--- src/pkg/pio_pkg.sv ---
// Notes on behaviour
// - rear-end input rise starts move to rear
// - front-end input rise starts move to front
// - mid-A input rise starts move to point A
// - mid-B input rise starts move to point B
// - pause low stops motion, high permits
// - alarm-clear rise clears pending alarm
// - rear done output after rear move finishes
// - front done output after front move finishes
// - mid-A done output after point A reached
// - mid-B done output after point B reached
// - window flag when homed and inside bounds
// - ready needs no estop, power, servo, pause
// - homing done low from reset until homed
// - fault output low while alarm pending
// - estop status low only with relay fitted
// - pause, fault, estop status are active low
// - pattern select 5 enables this assignment
// - pattern 4 lines change meaning by mode
// - input level accepted after 6 ms stable
// - paused move kept, resumes when pause high
// - alarm-clear rise while paused cancels move
package pio_pkg;

  // timing
  localparam int unsigned CLK_HZ        = 10_000_000;
  localparam int unsigned DEBOUNCE_MS   = 6;
  localparam int unsigned DEBOUNCE_CYC  = (DEBOUNCE_MS * CLK_HZ + 999) / 1000;
  localparam int unsigned STEP_CYC      = 10;

  // widths
  localparam int unsigned AW            = 8;
  localparam int unsigned DW            = 32;
  localparam int unsigned PW            = 16;
  localparam int unsigned NPIN          = 7;

  // register byte offsets
  localparam logic [7:0]  OFS_CTRL      = 8'h00;
  localparam logic [7:0]  OFS_PATTERN   = 8'h04;
  localparam logic [7:0]  OFS_POINT0    = 8'h08;
  localparam logic [7:0]  OFS_POINT1    = 8'h0c;
  localparam logic [7:0]  OFS_POINT2    = 8'h10;
  localparam logic [7:0]  OFS_POINT3    = 8'h14;
  localparam logic [7:0]  OFS_ZONE_LO   = 8'h18;
  localparam logic [7:0]  OFS_ZONE_HI   = 8'h1c;
  localparam logic [7:0]  OFS_STATUS    = 8'h20;
  localparam logic [7:0]  OFS_POSITION  = 8'h24;

  // control field positions
  localparam int unsigned CTRL_SERVO    = 0;
  localparam int unsigned CTRL_POWER    = 1;
  localparam int unsigned CTRL_RELAY    = 2;
  localparam int unsigned CTRL_HOME     = 3;
  localparam int unsigned CTRL_ALARM    = 4;

  // status field positions
  localparam int unsigned ST_HOMED      = 0;
  localparam int unsigned ST_ALARM      = 1;
  localparam int unsigned ST_MOVING     = 2;
  localparam int unsigned ST_PAUSED     = 3;
  localparam int unsigned ST_READY      = 4;
  localparam int unsigned ST_DONE       = 8;
  localparam int unsigned ST_ZONE       = 12;

  // reset values and the enabling pattern select
  localparam logic [2:0]  PATTERN_RST   = 3'h0;
  localparam logic [2:0]  PATTERN_FOUR  = 3'h5;
  localparam logic [2:0]  CTRL_RST      = 3'h0;
  localparam logic [15:0] POINT_RST     = 16'h0000;
  localparam logic [15:0] ZONE_LO_RST   = 16'h0000;
  localparam logic [15:0] ZONE_HI_RST   = 16'hffff;
  localparam logic [15:0] POS_RST       = 16'h0000;

  // pin index inside the filtered bundle
  localparam int unsigned PIN_REAR      = 0;
  localparam int unsigned PIN_FRONT     = 1;
  localparam int unsigned PIN_MID_A     = 2;
  localparam int unsigned PIN_MID_B     = 3;
  localparam int unsigned PIN_PAUSE_N   = 4;
  localparam int unsigned PIN_CLEAR     = 5;
  localparam int unsigned PIN_ESTOP     = 6;
  localparam logic [6:0]  PIN_IDLE      = 7'h10;

  typedef enum logic [2:0] {
    S_IDLE   = 3'b001,
    S_HOMING = 3'b010,
    S_MOVING = 3'b100
  } axis_state_e;

  typedef struct packed {
    logic [AW-1:0] addr;
    logic [DW-1:0] wdata;
    logic          wr;
    logic          rd;
  } reg_req_s;

endpackage

--- src/verilog/pin_filter.sv ---
`timescale 1ns/1ps
module pin_filter #(
  parameter int unsigned CYCLES  = 60000,
  parameter logic        RST_VAL = 1'b0
) (
  input  wire logic clk,
  input  wire logic rst_n,
  input  wire logic pin,
  output logic      level
);
  logic [2:0]  sync_r;
  logic [15:0] cnt_r;
  logic [15:0] cnt_nxt;
  logic        level_nxt;
  wire         agree   = (sync_r[1] == sync_r[2]);
  wire         differs = agree && (sync_r[2] != level);
  wire         expired = (cnt_r == 16'(CYCLES - 1));

  // stability counter restarts on any disagreement
  assign cnt_nxt   = (differs && !expired) ? cnt_r + 16'h0001 : 16'h0000;
  assign level_nxt = (differs && expired) ? sync_r[2] : level;

  // three-stage sampler, then filter state
  always_ff @(posedge clk or negedge rst_n) begin
    if (!rst_n) begin
      sync_r <= {3{RST_VAL}};
      cnt_r  <= 16'h0000;
      level  <= RST_VAL;
    end else begin
      sync_r <= {sync_r[1:0], pin};
      cnt_r  <= cnt_nxt;
      level  <= level_nxt;
    end
  end
endmodule

--- src/verilog/four_point_io.sv ---
// The implementer's own choices: the address map and the plain strobed port.
`timescale 1ns/1ps
module four_point_io
  import pio_pkg::*;
#(
  parameter int unsigned DEBOUNCE_CYCLES = pio_pkg::DEBOUNCE_CYC
) (
  input  wire logic                 clk,
  input  wire logic                 rst_n,
  input  wire pio_pkg::reg_req_s    reg_req,
  output logic [pio_pkg::DW-1:0]    reg_rdata,
  input  wire logic                 rear_end_move_in,
  input  wire logic                 front_end_move_in,
  input  wire logic                 mid_point_a_move_in,
  input  wire logic                 mid_point_b_move_in,
  input  wire logic                 pause_n_in,
  input  wire logic                 alarm_clear_in,
  input  wire logic                 estop_req_in,
  output logic                      rear_end_done_out,
  output logic                      front_end_done_out,
  output logic                      mid_point_a_done_out,
  output logic                      mid_point_b_done_out,
  output logic                      window_flag_out,
  output logic                      axis_ready_out,
  output logic                      homing_done_out,
  output logic                      fault_n_out,
  output logic                      estop_state_n_out
);
  import pio_pkg::*;

  // raw pin bundle and its filtered form
  logic [NPIN-1:0] pin_raw;
  logic [NPIN-1:0] pin_lvl;
  logic [NPIN-1:0] pin_prev_r;

  assign pin_raw = {estop_req_in, alarm_clear_in, pause_n_in, mid_point_b_move_in,
                    mid_point_a_move_in, front_end_move_in, rear_end_move_in};

  // one filter per input pin
  genvar gi;
  generate
    for (gi = 0; gi < NPIN; gi = gi + 1) begin : g_pin
      pin_filter #(
        .CYCLES  (DEBOUNCE_CYCLES),
        .RST_VAL (PIN_IDLE[gi])
      ) u_filter (
        .clk   (clk),
        .rst_n (rst_n),
        .pin   (pin_raw[gi]),
        .level (pin_lvl[gi])
      );
    end
  endgenerate

  // software registers
  logic [2:0]      ctrl_r;
  logic [2:0]      pattern_r;
  logic [PW-1:0]   point_r [4];
  logic [PW-1:0]   zone_lo_r;
  logic [PW-1:0]   zone_hi_r;
  logic [DW-1:0]   rdata_nxt;

  // axis state
  axis_state_e     state_r;
  axis_state_e     state_nxt;
  logic [PW-1:0]   pos_r;
  logic [PW-1:0]   pos_nxt;
  logic [1:0]      tgt_idx_r;
  logic [1:0]      tgt_idx_nxt;
  logic            go_after_r;
  logic            go_after_nxt;
  logic            homed_r;
  logic            homed_nxt;
  logic            alarm_r;
  logic            alarm_nxt;
  logic [3:0]      done_r;
  logic [3:0]      done_nxt;
  logic [7:0]      step_cnt_r;

  // register decode
  wire wr_ctrl    = reg_req.wr && (reg_req.addr == OFS_CTRL);
  wire wr_pattern = reg_req.wr && (reg_req.addr == OFS_PATTERN);
  wire wr_zone_lo = reg_req.wr && (reg_req.addr == OFS_ZONE_LO);
  wire wr_zone_hi = reg_req.wr && (reg_req.addr == OFS_ZONE_HI);
  wire home_cmd   = wr_ctrl && reg_req.wdata[CTRL_HOME];
  wire alarm_cmd  = wr_ctrl && reg_req.wdata[CTRL_ALARM];

  // pattern routing: only pattern five drives these functions
  wire pat_on     = (pattern_r == PATTERN_FOUR);

  // filtered levels and edges
  wire [NPIN-1:0] rise   = pin_lvl & ~pin_prev_r;
  wire pause_hi          = pin_lvl[PIN_PAUSE_N];
  wire estop             = pin_lvl[PIN_ESTOP];
  wire servo_on          = ctrl_r[CTRL_SERVO];
  wire power_on          = ctrl_r[CTRL_POWER];
  wire relay_fitted      = ctrl_r[CTRL_RELAY];
  wire drive_ok          = !estop && power_on && servo_on;
  wire ready             = pat_on && drive_ok && pause_hi;
  wire clear_edge        = pat_on && rise[PIN_CLEAR];

  // move request with fixed priority rear, front, mid A, mid B
  wire [3:0] move_rise   = rise[PIN_MID_B:PIN_REAR];
  wire move_req          = pat_on && (move_rise != 4'h0) && !alarm_r && drive_ok;
  wire [1:0] move_idx    = move_rise[0] ? 2'd0 :
                           move_rise[1] ? 2'd1 :
                           move_rise[2] ? 2'd2 :
                           2'd3;

  // stepping: one unit per step period, only while motion allowed
  wire step_tick         = (step_cnt_r == 8'(STEP_CYC - 1));
  wire in_motion         = (state_r != S_IDLE);
  wire may_step          = in_motion && ready && step_tick;
  wire paused            = in_motion && !ready;
  wire [PW-1:0] target   = (state_r == S_HOMING) ? POS_RST : point_r[tgt_idx_r];
  wire at_target         = (pos_r == target);
  wire cancel            = clear_edge && paused && !pause_hi;

  // position update toward the target
  always_comb begin
    pos_nxt = pos_r;
    if (may_step && !at_target) begin
      if (pos_r < target) begin
        pos_nxt = pos_r + 16'h0001;
      end else begin
        pos_nxt = pos_r - 16'h0001;
      end
    end
  end

  // axis sequencer
  always_comb begin
    state_nxt    = state_r;
    tgt_idx_nxt  = tgt_idx_r;
    go_after_nxt = go_after_r;
    homed_nxt    = homed_r;
    done_nxt     = done_r;
    case (state_r)
      S_HOMING: begin
        if (may_step && at_target) begin
          homed_nxt = 1'b1;
          state_nxt = go_after_r ? S_MOVING : S_IDLE;
        end
      end
      S_MOVING: begin
        if (may_step && at_target) begin
          done_nxt[tgt_idx_r] = 1'b1;
          state_nxt = S_IDLE;
        end
      end
      default: begin
        state_nxt = S_IDLE;
      end
    endcase
    if (home_cmd && !alarm_r && state_r == S_IDLE) begin
      state_nxt    = S_HOMING;
      go_after_nxt = 1'b0;
      done_nxt     = 4'h0;
    end
    if (move_req) begin
      tgt_idx_nxt  = move_idx;
      done_nxt     = 4'h0;
      go_after_nxt = 1'b1;
      state_nxt    = homed_r ? S_MOVING : S_HOMING;
    end
    if (cancel || alarm_r) begin
      state_nxt    = S_IDLE;
      go_after_nxt = 1'b0;
    end
  end

  // alarm: raised by software or estop during motion; set beats clear
  always_comb begin
    alarm_nxt = alarm_r;
    if (clear_edge) begin
      alarm_nxt = 1'b0;
    end
    if (alarm_cmd || (in_motion && estop)) begin
      alarm_nxt = 1'b1;
    end
  end

  // register read mux
  always_comb begin
    rdata_nxt = '0;
    if (reg_req.addr == OFS_CTRL) begin
      rdata_nxt = {29'h0, ctrl_r};
    end else if (reg_req.addr == OFS_PATTERN) begin
      rdata_nxt = {29'h0, pattern_r};
    end else if (reg_req.addr == OFS_POINT0) begin
      rdata_nxt = {16'h0, point_r[0]};
    end else if (reg_req.addr == OFS_POINT1) begin
      rdata_nxt = {16'h0, point_r[1]};
    end else if (reg_req.addr == OFS_POINT2) begin
      rdata_nxt = {16'h0, point_r[2]};
    end else if (reg_req.addr == OFS_POINT3) begin
      rdata_nxt = {16'h0, point_r[3]};
    end else if (reg_req.addr == OFS_ZONE_LO) begin
      rdata_nxt = {16'h0, zone_lo_r};
    end else if (reg_req.addr == OFS_ZONE_HI) begin
      rdata_nxt = {16'h0, zone_hi_r};
    end else if (reg_req.addr == OFS_STATUS) begin
      rdata_nxt[ST_HOMED]          = homed_r;
      rdata_nxt[ST_ALARM]          = alarm_r;
      rdata_nxt[ST_MOVING]         = in_motion;
      rdata_nxt[ST_PAUSED]         = paused;
      rdata_nxt[ST_READY]          = ready;
      rdata_nxt[ST_DONE+3:ST_DONE] = done_r;
      rdata_nxt[ST_ZONE]           = window_flag_out;
    end else if (reg_req.addr == OFS_POSITION) begin
      rdata_nxt = {16'h0, pos_r};
    end
  end

  // stored points, one writable word each
  generate
    for (gi = 0; gi < 4; gi = gi + 1) begin : g_point
      wire wr_point = reg_req.wr && (reg_req.addr == OFS_POINT0 + 8'(4 * gi));
      always_ff @(posedge clk or negedge rst_n) begin
        if (!rst_n) begin
          point_r[gi] <= POINT_RST;
        end else if (wr_point) begin
          point_r[gi] <= reg_req.wdata[PW-1:0];
        end
      end
    end
  endgenerate

  // configuration registers
  always_ff @(posedge clk or negedge rst_n) begin
    if (!rst_n) begin
      ctrl_r    <= CTRL_RST;
      pattern_r <= PATTERN_RST;
      zone_lo_r <= ZONE_LO_RST;
      zone_hi_r <= ZONE_HI_RST;
    end else begin
      if (wr_ctrl) ctrl_r <= reg_req.wdata[2:0];
      if (wr_pattern) pattern_r <= reg_req.wdata[2:0];
      if (wr_zone_lo) zone_lo_r <= reg_req.wdata[PW-1:0];
      if (wr_zone_hi) zone_hi_r <= reg_req.wdata[PW-1:0];
    end
  end

  // read data, valid the cycle after the strobe only
  always_ff @(posedge clk or negedge rst_n) begin
    if (!rst_n) begin
      reg_rdata <= '0;
    end else begin
      reg_rdata <= reg_req.rd ? rdata_nxt : '0;
    end
  end

  // step period divider
  always_ff @(posedge clk or negedge rst_n) begin
    if (!rst_n) begin
      step_cnt_r <= 8'h00;
    end else begin
      step_cnt_r <= step_tick ? 8'h00 : step_cnt_r + 8'h01;
    end
  end

  // axis state registers
  always_ff @(posedge clk or negedge rst_n) begin
    if (!rst_n) begin
      state_r    <= S_IDLE;
      pos_r      <= POS_RST;
      tgt_idx_r  <= 2'd0;
      go_after_r <= 1'b0;
      homed_r    <= 1'b0;
      alarm_r    <= 1'b0;
      done_r     <= 4'h0;
      pin_prev_r <= PIN_IDLE;
    end else begin
      state_r    <= state_nxt;
      pos_r      <= pos_nxt;
      tgt_idx_r  <= tgt_idx_nxt;
      go_after_r <= go_after_nxt;
      homed_r    <= homed_nxt;
      alarm_r    <= alarm_nxt;
      done_r     <= done_nxt;
      pin_prev_r <= pin_lvl;
    end
  end

  // registered pin outputs, idle levels outside pattern five
  wire in_zone = homed_r && (pos_r >= zone_lo_r) && (pos_r <= zone_hi_r);
  always_ff @(posedge clk or negedge rst_n) begin
    if (!rst_n) begin
      rear_end_done_out    <= 1'b0;
      front_end_done_out   <= 1'b0;
      mid_point_a_done_out <= 1'b0;
      mid_point_b_done_out <= 1'b0;
      window_flag_out      <= 1'b0;
      axis_ready_out       <= 1'b0;
      homing_done_out      <= 1'b0;
      fault_n_out          <= 1'b1;
      estop_state_n_out    <= 1'b1;
    end else begin
      rear_end_done_out    <= pat_on && done_nxt[0];
      front_end_done_out   <= pat_on && done_nxt[1];
      mid_point_a_done_out <= pat_on && done_nxt[2];
      mid_point_b_done_out <= pat_on && done_nxt[3];
      window_flag_out      <= pat_on && in_zone;
      axis_ready_out       <= ready;
      homing_done_out      <= pat_on && homed_r;
      fault_n_out          <= !(pat_on && alarm_r);
      estop_state_n_out    <= !(pat_on && relay_fitted && estop);
    end
  end
endmodule

--- config.mk ---
export PLATFORM = sky130hd
export DESIGN_NAME = four_point_io
export DESIGN_NICKNAME = d
export VERILOG_FILES = /design/src/pkg/pio_pkg.sv /design/src/verilog/pin_filter.sv /design/src/verilog/four_point_io.sv
export SDC_FILE = /design/constraint.sdc
export NUM_CORES = 1
export LEC_CHECK = 0
export BUFFER_PORTS_ARGS = -buffer_cell sky130_fd_sc_hd__buf_4
export CORE_MARGIN = 2
export CORE_UTILIZATION = 52
export DETAILED_ROUTE_END_ITERATION = 12
export PLACE_DENSITY = 0.7
export SLEW_MARGIN = 20
export SYNTH_ARGS = -nofsm -noshare
export SYNTH_HDL_FRONTEND = slang
export SYNTH_SLANG_ARGS = --single-unit
--- constraint.sdc ---
create_clock -name clk -period 7.55 [get_ports clk]
set_clock_uncertainty 0.2 [all_clocks]
set_input_delay 0.755 -clock clk [delete_from_list [all_inputs] [get_ports clk]]
set_output_delay 0.755 -clock clk [all_outputs]
set_load 0.005 [all_outputs]
==> flow_summary.yaml <==
outcome:
  outcome: "complete, no violations"
layout:
  area_growth_pct: 12.7
  fillers: 2526
  diodes: 0
  layout_common_cells: "dfrtp_1 (285), nor2_1 (209), nand2_1 (115)"
  fin_util_pct: 59.1
  fin_area_sq_um: 18000
  nets: 1714
  layout-drive-gt1-share_pct: 18.2
  final_common_cell: "dfrtp_1"
sta:
  finalCritPeriodShare_pct: 69.6
  rsz0062_at_grt: "false"
  maxSlewHeadroom_pct: 23.8
  maxSlewViolCount: 0
  max_slew.worst_pin.slew_ns: 1.14
  setup_viol: 0
  hold_viol: 0
  max_freq_mhz: 190
  finalCriticalPeriod_ns: 5.25
  finalSetupTns_ns: 0
critical_path:
  r2r_start: "tgt_idx_r[1]"
  rrSetupSlack_ns: 2.30
  r2r-end: "pos_r[14]"
  cp_max_fo: 20
  cp.required_ns: 7.73
  end_kind: "flip-flop"
  startpoint_type: "flip-flop"
  worstPathArrival_ns: 5.44
  path_class: "reg -> reg"
  worstRegToRegCells: 17
  crit_start: "tgt_idx_r[1]"
clock_network:
  htree_levels: 2
  cts_resized: 0
  cts_hold_buf: 0
  clockBufferDepth: 3
  cts.sinks: 308
  clock_latency_ns: 0.52
  cts_tree: "yes"
  post-cts-setup-buffer-count: 0
  clk_pin_slew_worst_paths_ns: 0.06
  cts_buffers: 36
  cts-root-buf: "clkbuf_16"
place:
  placed_area_sq_um: 16700
  globalplace.congestion: 0.899
  dp_hpwl_mm: 25.3
  portBuffers: 59
global_routing:
  antenna_found_initial: 0
  grt_pass1_wl_mm: 60.9
  grt_pass1_vias: 11800
  grt_overflow: 0
  grt_max_degree: 110
  grtUsageTotal_pct: 24.2
routing:
  routed-wl-met2_mm: 17.8
  vias: 11700
  dr.pass1.iters: 6
  post_drt_wl_per_cell_microns: 18.8
  highest_layer: "met4"
  routed_wl_mm: 37.9
  postRouteAntennaNets: 0
  routed-wl-met3_mm: 2.42
  drc: 0
  drt_iter0_markers: 834
  route.layer.met1.wl_mm: 16.2
  routed_via_density: 5.82
pwr:
  vdd_ir_drop_max_mv: 0.207
  clock_power_share_pct: 47.4
  p_int_w: 0.00294
  p_per_area_nw_per_um2: 215
  power_switching_w: 0.000922
  combPwrFrac_pct: 8.1
  seq_power_share_pct: 44.5
  p_leak_nw: 8.10
  p_sw_share_pct: 23.9
yosys:
  synth_edf_count: 0
  yosysTopAreaCell: "dfrtp_1"
  synth_cell_types: 68
  ys_warn_count: 0
  ys_seq_area_share_pct: 48.5
  ys_ff_latch: 308
  synth_area_sq_um: 16000
  yosys-top-cells-area: "dfrtp_1 (45%), mux2_2 (7.4%), ha_1 (5.6%), nor2_1 (4.9%), xor2_1 (4.0%)"
  synthFlopType: "dfrtp_1"
  synthCells: 1534
  avgSynthCellArea_sq_um: 10.4
  async_flop_share_pct: 100
  yosysTopAreaCellShare_pct: 44.7
die:
  io_pins: 92
  initial_core_util_pct: 52.4
  core_sq_um: 30400
  die_h_microns: 179
  die_width_microns: 179
  die_area_sq_um: 32100
  rows: 64
run:
  maxCapViolations: 0
min_path:
  hp-class: "in -> async"
[synth_stat cells (all sizes together), types with 3 or more instances]
cell	number
xor2	73
nor2	211
o22ai	5
nor3b	7
o21ai	41
a211o	3
nor2b	6
nand3b	8
nand2b	14
a21o	13
and3	25
dfstp	23
o221a	3
dfrtp	285
xnor2	44
clkbuf	45
a21boi	8
nor4	12
inv	68
a22o	6
o211ai	5
a211oi	5
nor4b	5
nor4bb	5
ha	72
or2	9
buf	21
mux4	16
and2	4
a222oi	8
nor3	24
nand2	115
nand3	65
nand4	29
a21oi	77
mux2	105
a31oi	12
mux2i	18
a221oi	11
[worst max-delay path, cell delays in order, from the launching register on]
cell	delay, ns
dfrtp_1	1.10
mux4_2	0.41
nand2_1	0.07
ha_1	0.34
nand4_1	0.18
a211oi_1	0.22
nor2_1	0.07
o22ai_1	0.24
buf_4	0.30
inv_1	0.08
fa_1	0.41
nor2b_1	0.13
o21ai_0	0.10
a21boi_0	0.44
o31ai_1	0.16
o21ai_0	0.30
mux2i_1	0.24
o311ai_1	0.12
[kinds of logic (layout without fill, tap and decap cells)]
| family | count (synthesis) | in the layout | share of synthesized area (%) |
|---|---|---|---|
| AO/OA/AOI/OAI | 215 | 215 | 8.60 |
| XOR/XNOR | 117 | 117 | 6.42 |
| adder cells (fa/ha/maj) | 73 | 73 | 5.77 |
| buffers and inverters | 134 | 203 | 3.59 |
| flip-flops | 308 | 308 | 48.5 |
| multiplexers | 139 | 139 | 10.8 |
| other | 1 | 16 | 0.0235 |
| AND/OR/NAND/NOR | 547 | 547 | 16.3 |
[metal layers]
| layer | track usage, % | vias up |
|---|---|---|
| met2 | 39.1 | 363 |
| met5 | 0 | - |
| met3 | 4.37 | 113 |
| met4 | 9.85 | 0 |
| met1 | 32.4 | 5772 |
| li1 | - | 5475 |
[stage by stage]
step	cells	power [W]	hold slack, ns	setup WS (ns)
after global routing	2014	0.00400	0.113	1.99
after floorplan	1549	0.00194	0.131	2.31
after detailed placement	1948	0.00205	0.140	2.40
after CTS	2014	0.00389	0.116	2.38
after global placement	1948	0.00204	0.133	2.58
final	2014	0.00386	0.0820	2.30
[how the worst max path moves through the flow]
stage | to | depth (start not counted)
finish | pos_r[14] | 17
global route | pos_r[14] | 17
CTS | pos_r[14] | 17
detailed placement | pos_r[14] | 17
global placement | pos_r[14] | 17
floorplan | pos_r[14] | 18
[power groups by stage]
stage | Combinational, W | Sequential, W | Clock (W)
detailed placement | 0.000307 | 0.00175 | 0
global placement | 0.000300 | 0.00174 | 0
floorplan | 0.000204 | 0.00174 | 0
finish | 0.000311 | 0.00172 | 0.00183
CTS | 0.000310 | 0.00172 | 0.00186
global route | 0.000346 | 0.00172 | 0.00193
[state kept, by name, indices dropped and copies added, names as in the netlist, 2 cells and up]
| name | count |
|---|---|
| g_pin.u_filter.cnt_r | 112 |
| done_r | 4 |
| pattern_r | 3 |
| step_cnt_r | 8 |
| reg_rdata | 16 |
| state_r | 3 |
| g_pin.u_filter.sync_r | 21 |
| point_r | 64 |
| zone_hi_r | 16 |
| pin_prev_r | 5 |
| tgt_idx_r | 2 |
| pos_r | 16 |
| ctrl_r | 3 |
| zone_lo_r | 16 |
| g_pin.u_filter.level | 7 |
[layout make-up]
type                    instances  area [sq um]  area share, %
inverters                      68           255           1.42
multi-input cells            1107          7720           42.9
well taps                     396           495           2.76
repair buffers                 69           529           2.94
clock inverters                18           229           1.27
flip-flops and latches        308          7740           43.0
clock buffers                  48          1020           5.66
(Power assumes the default switching activity.)
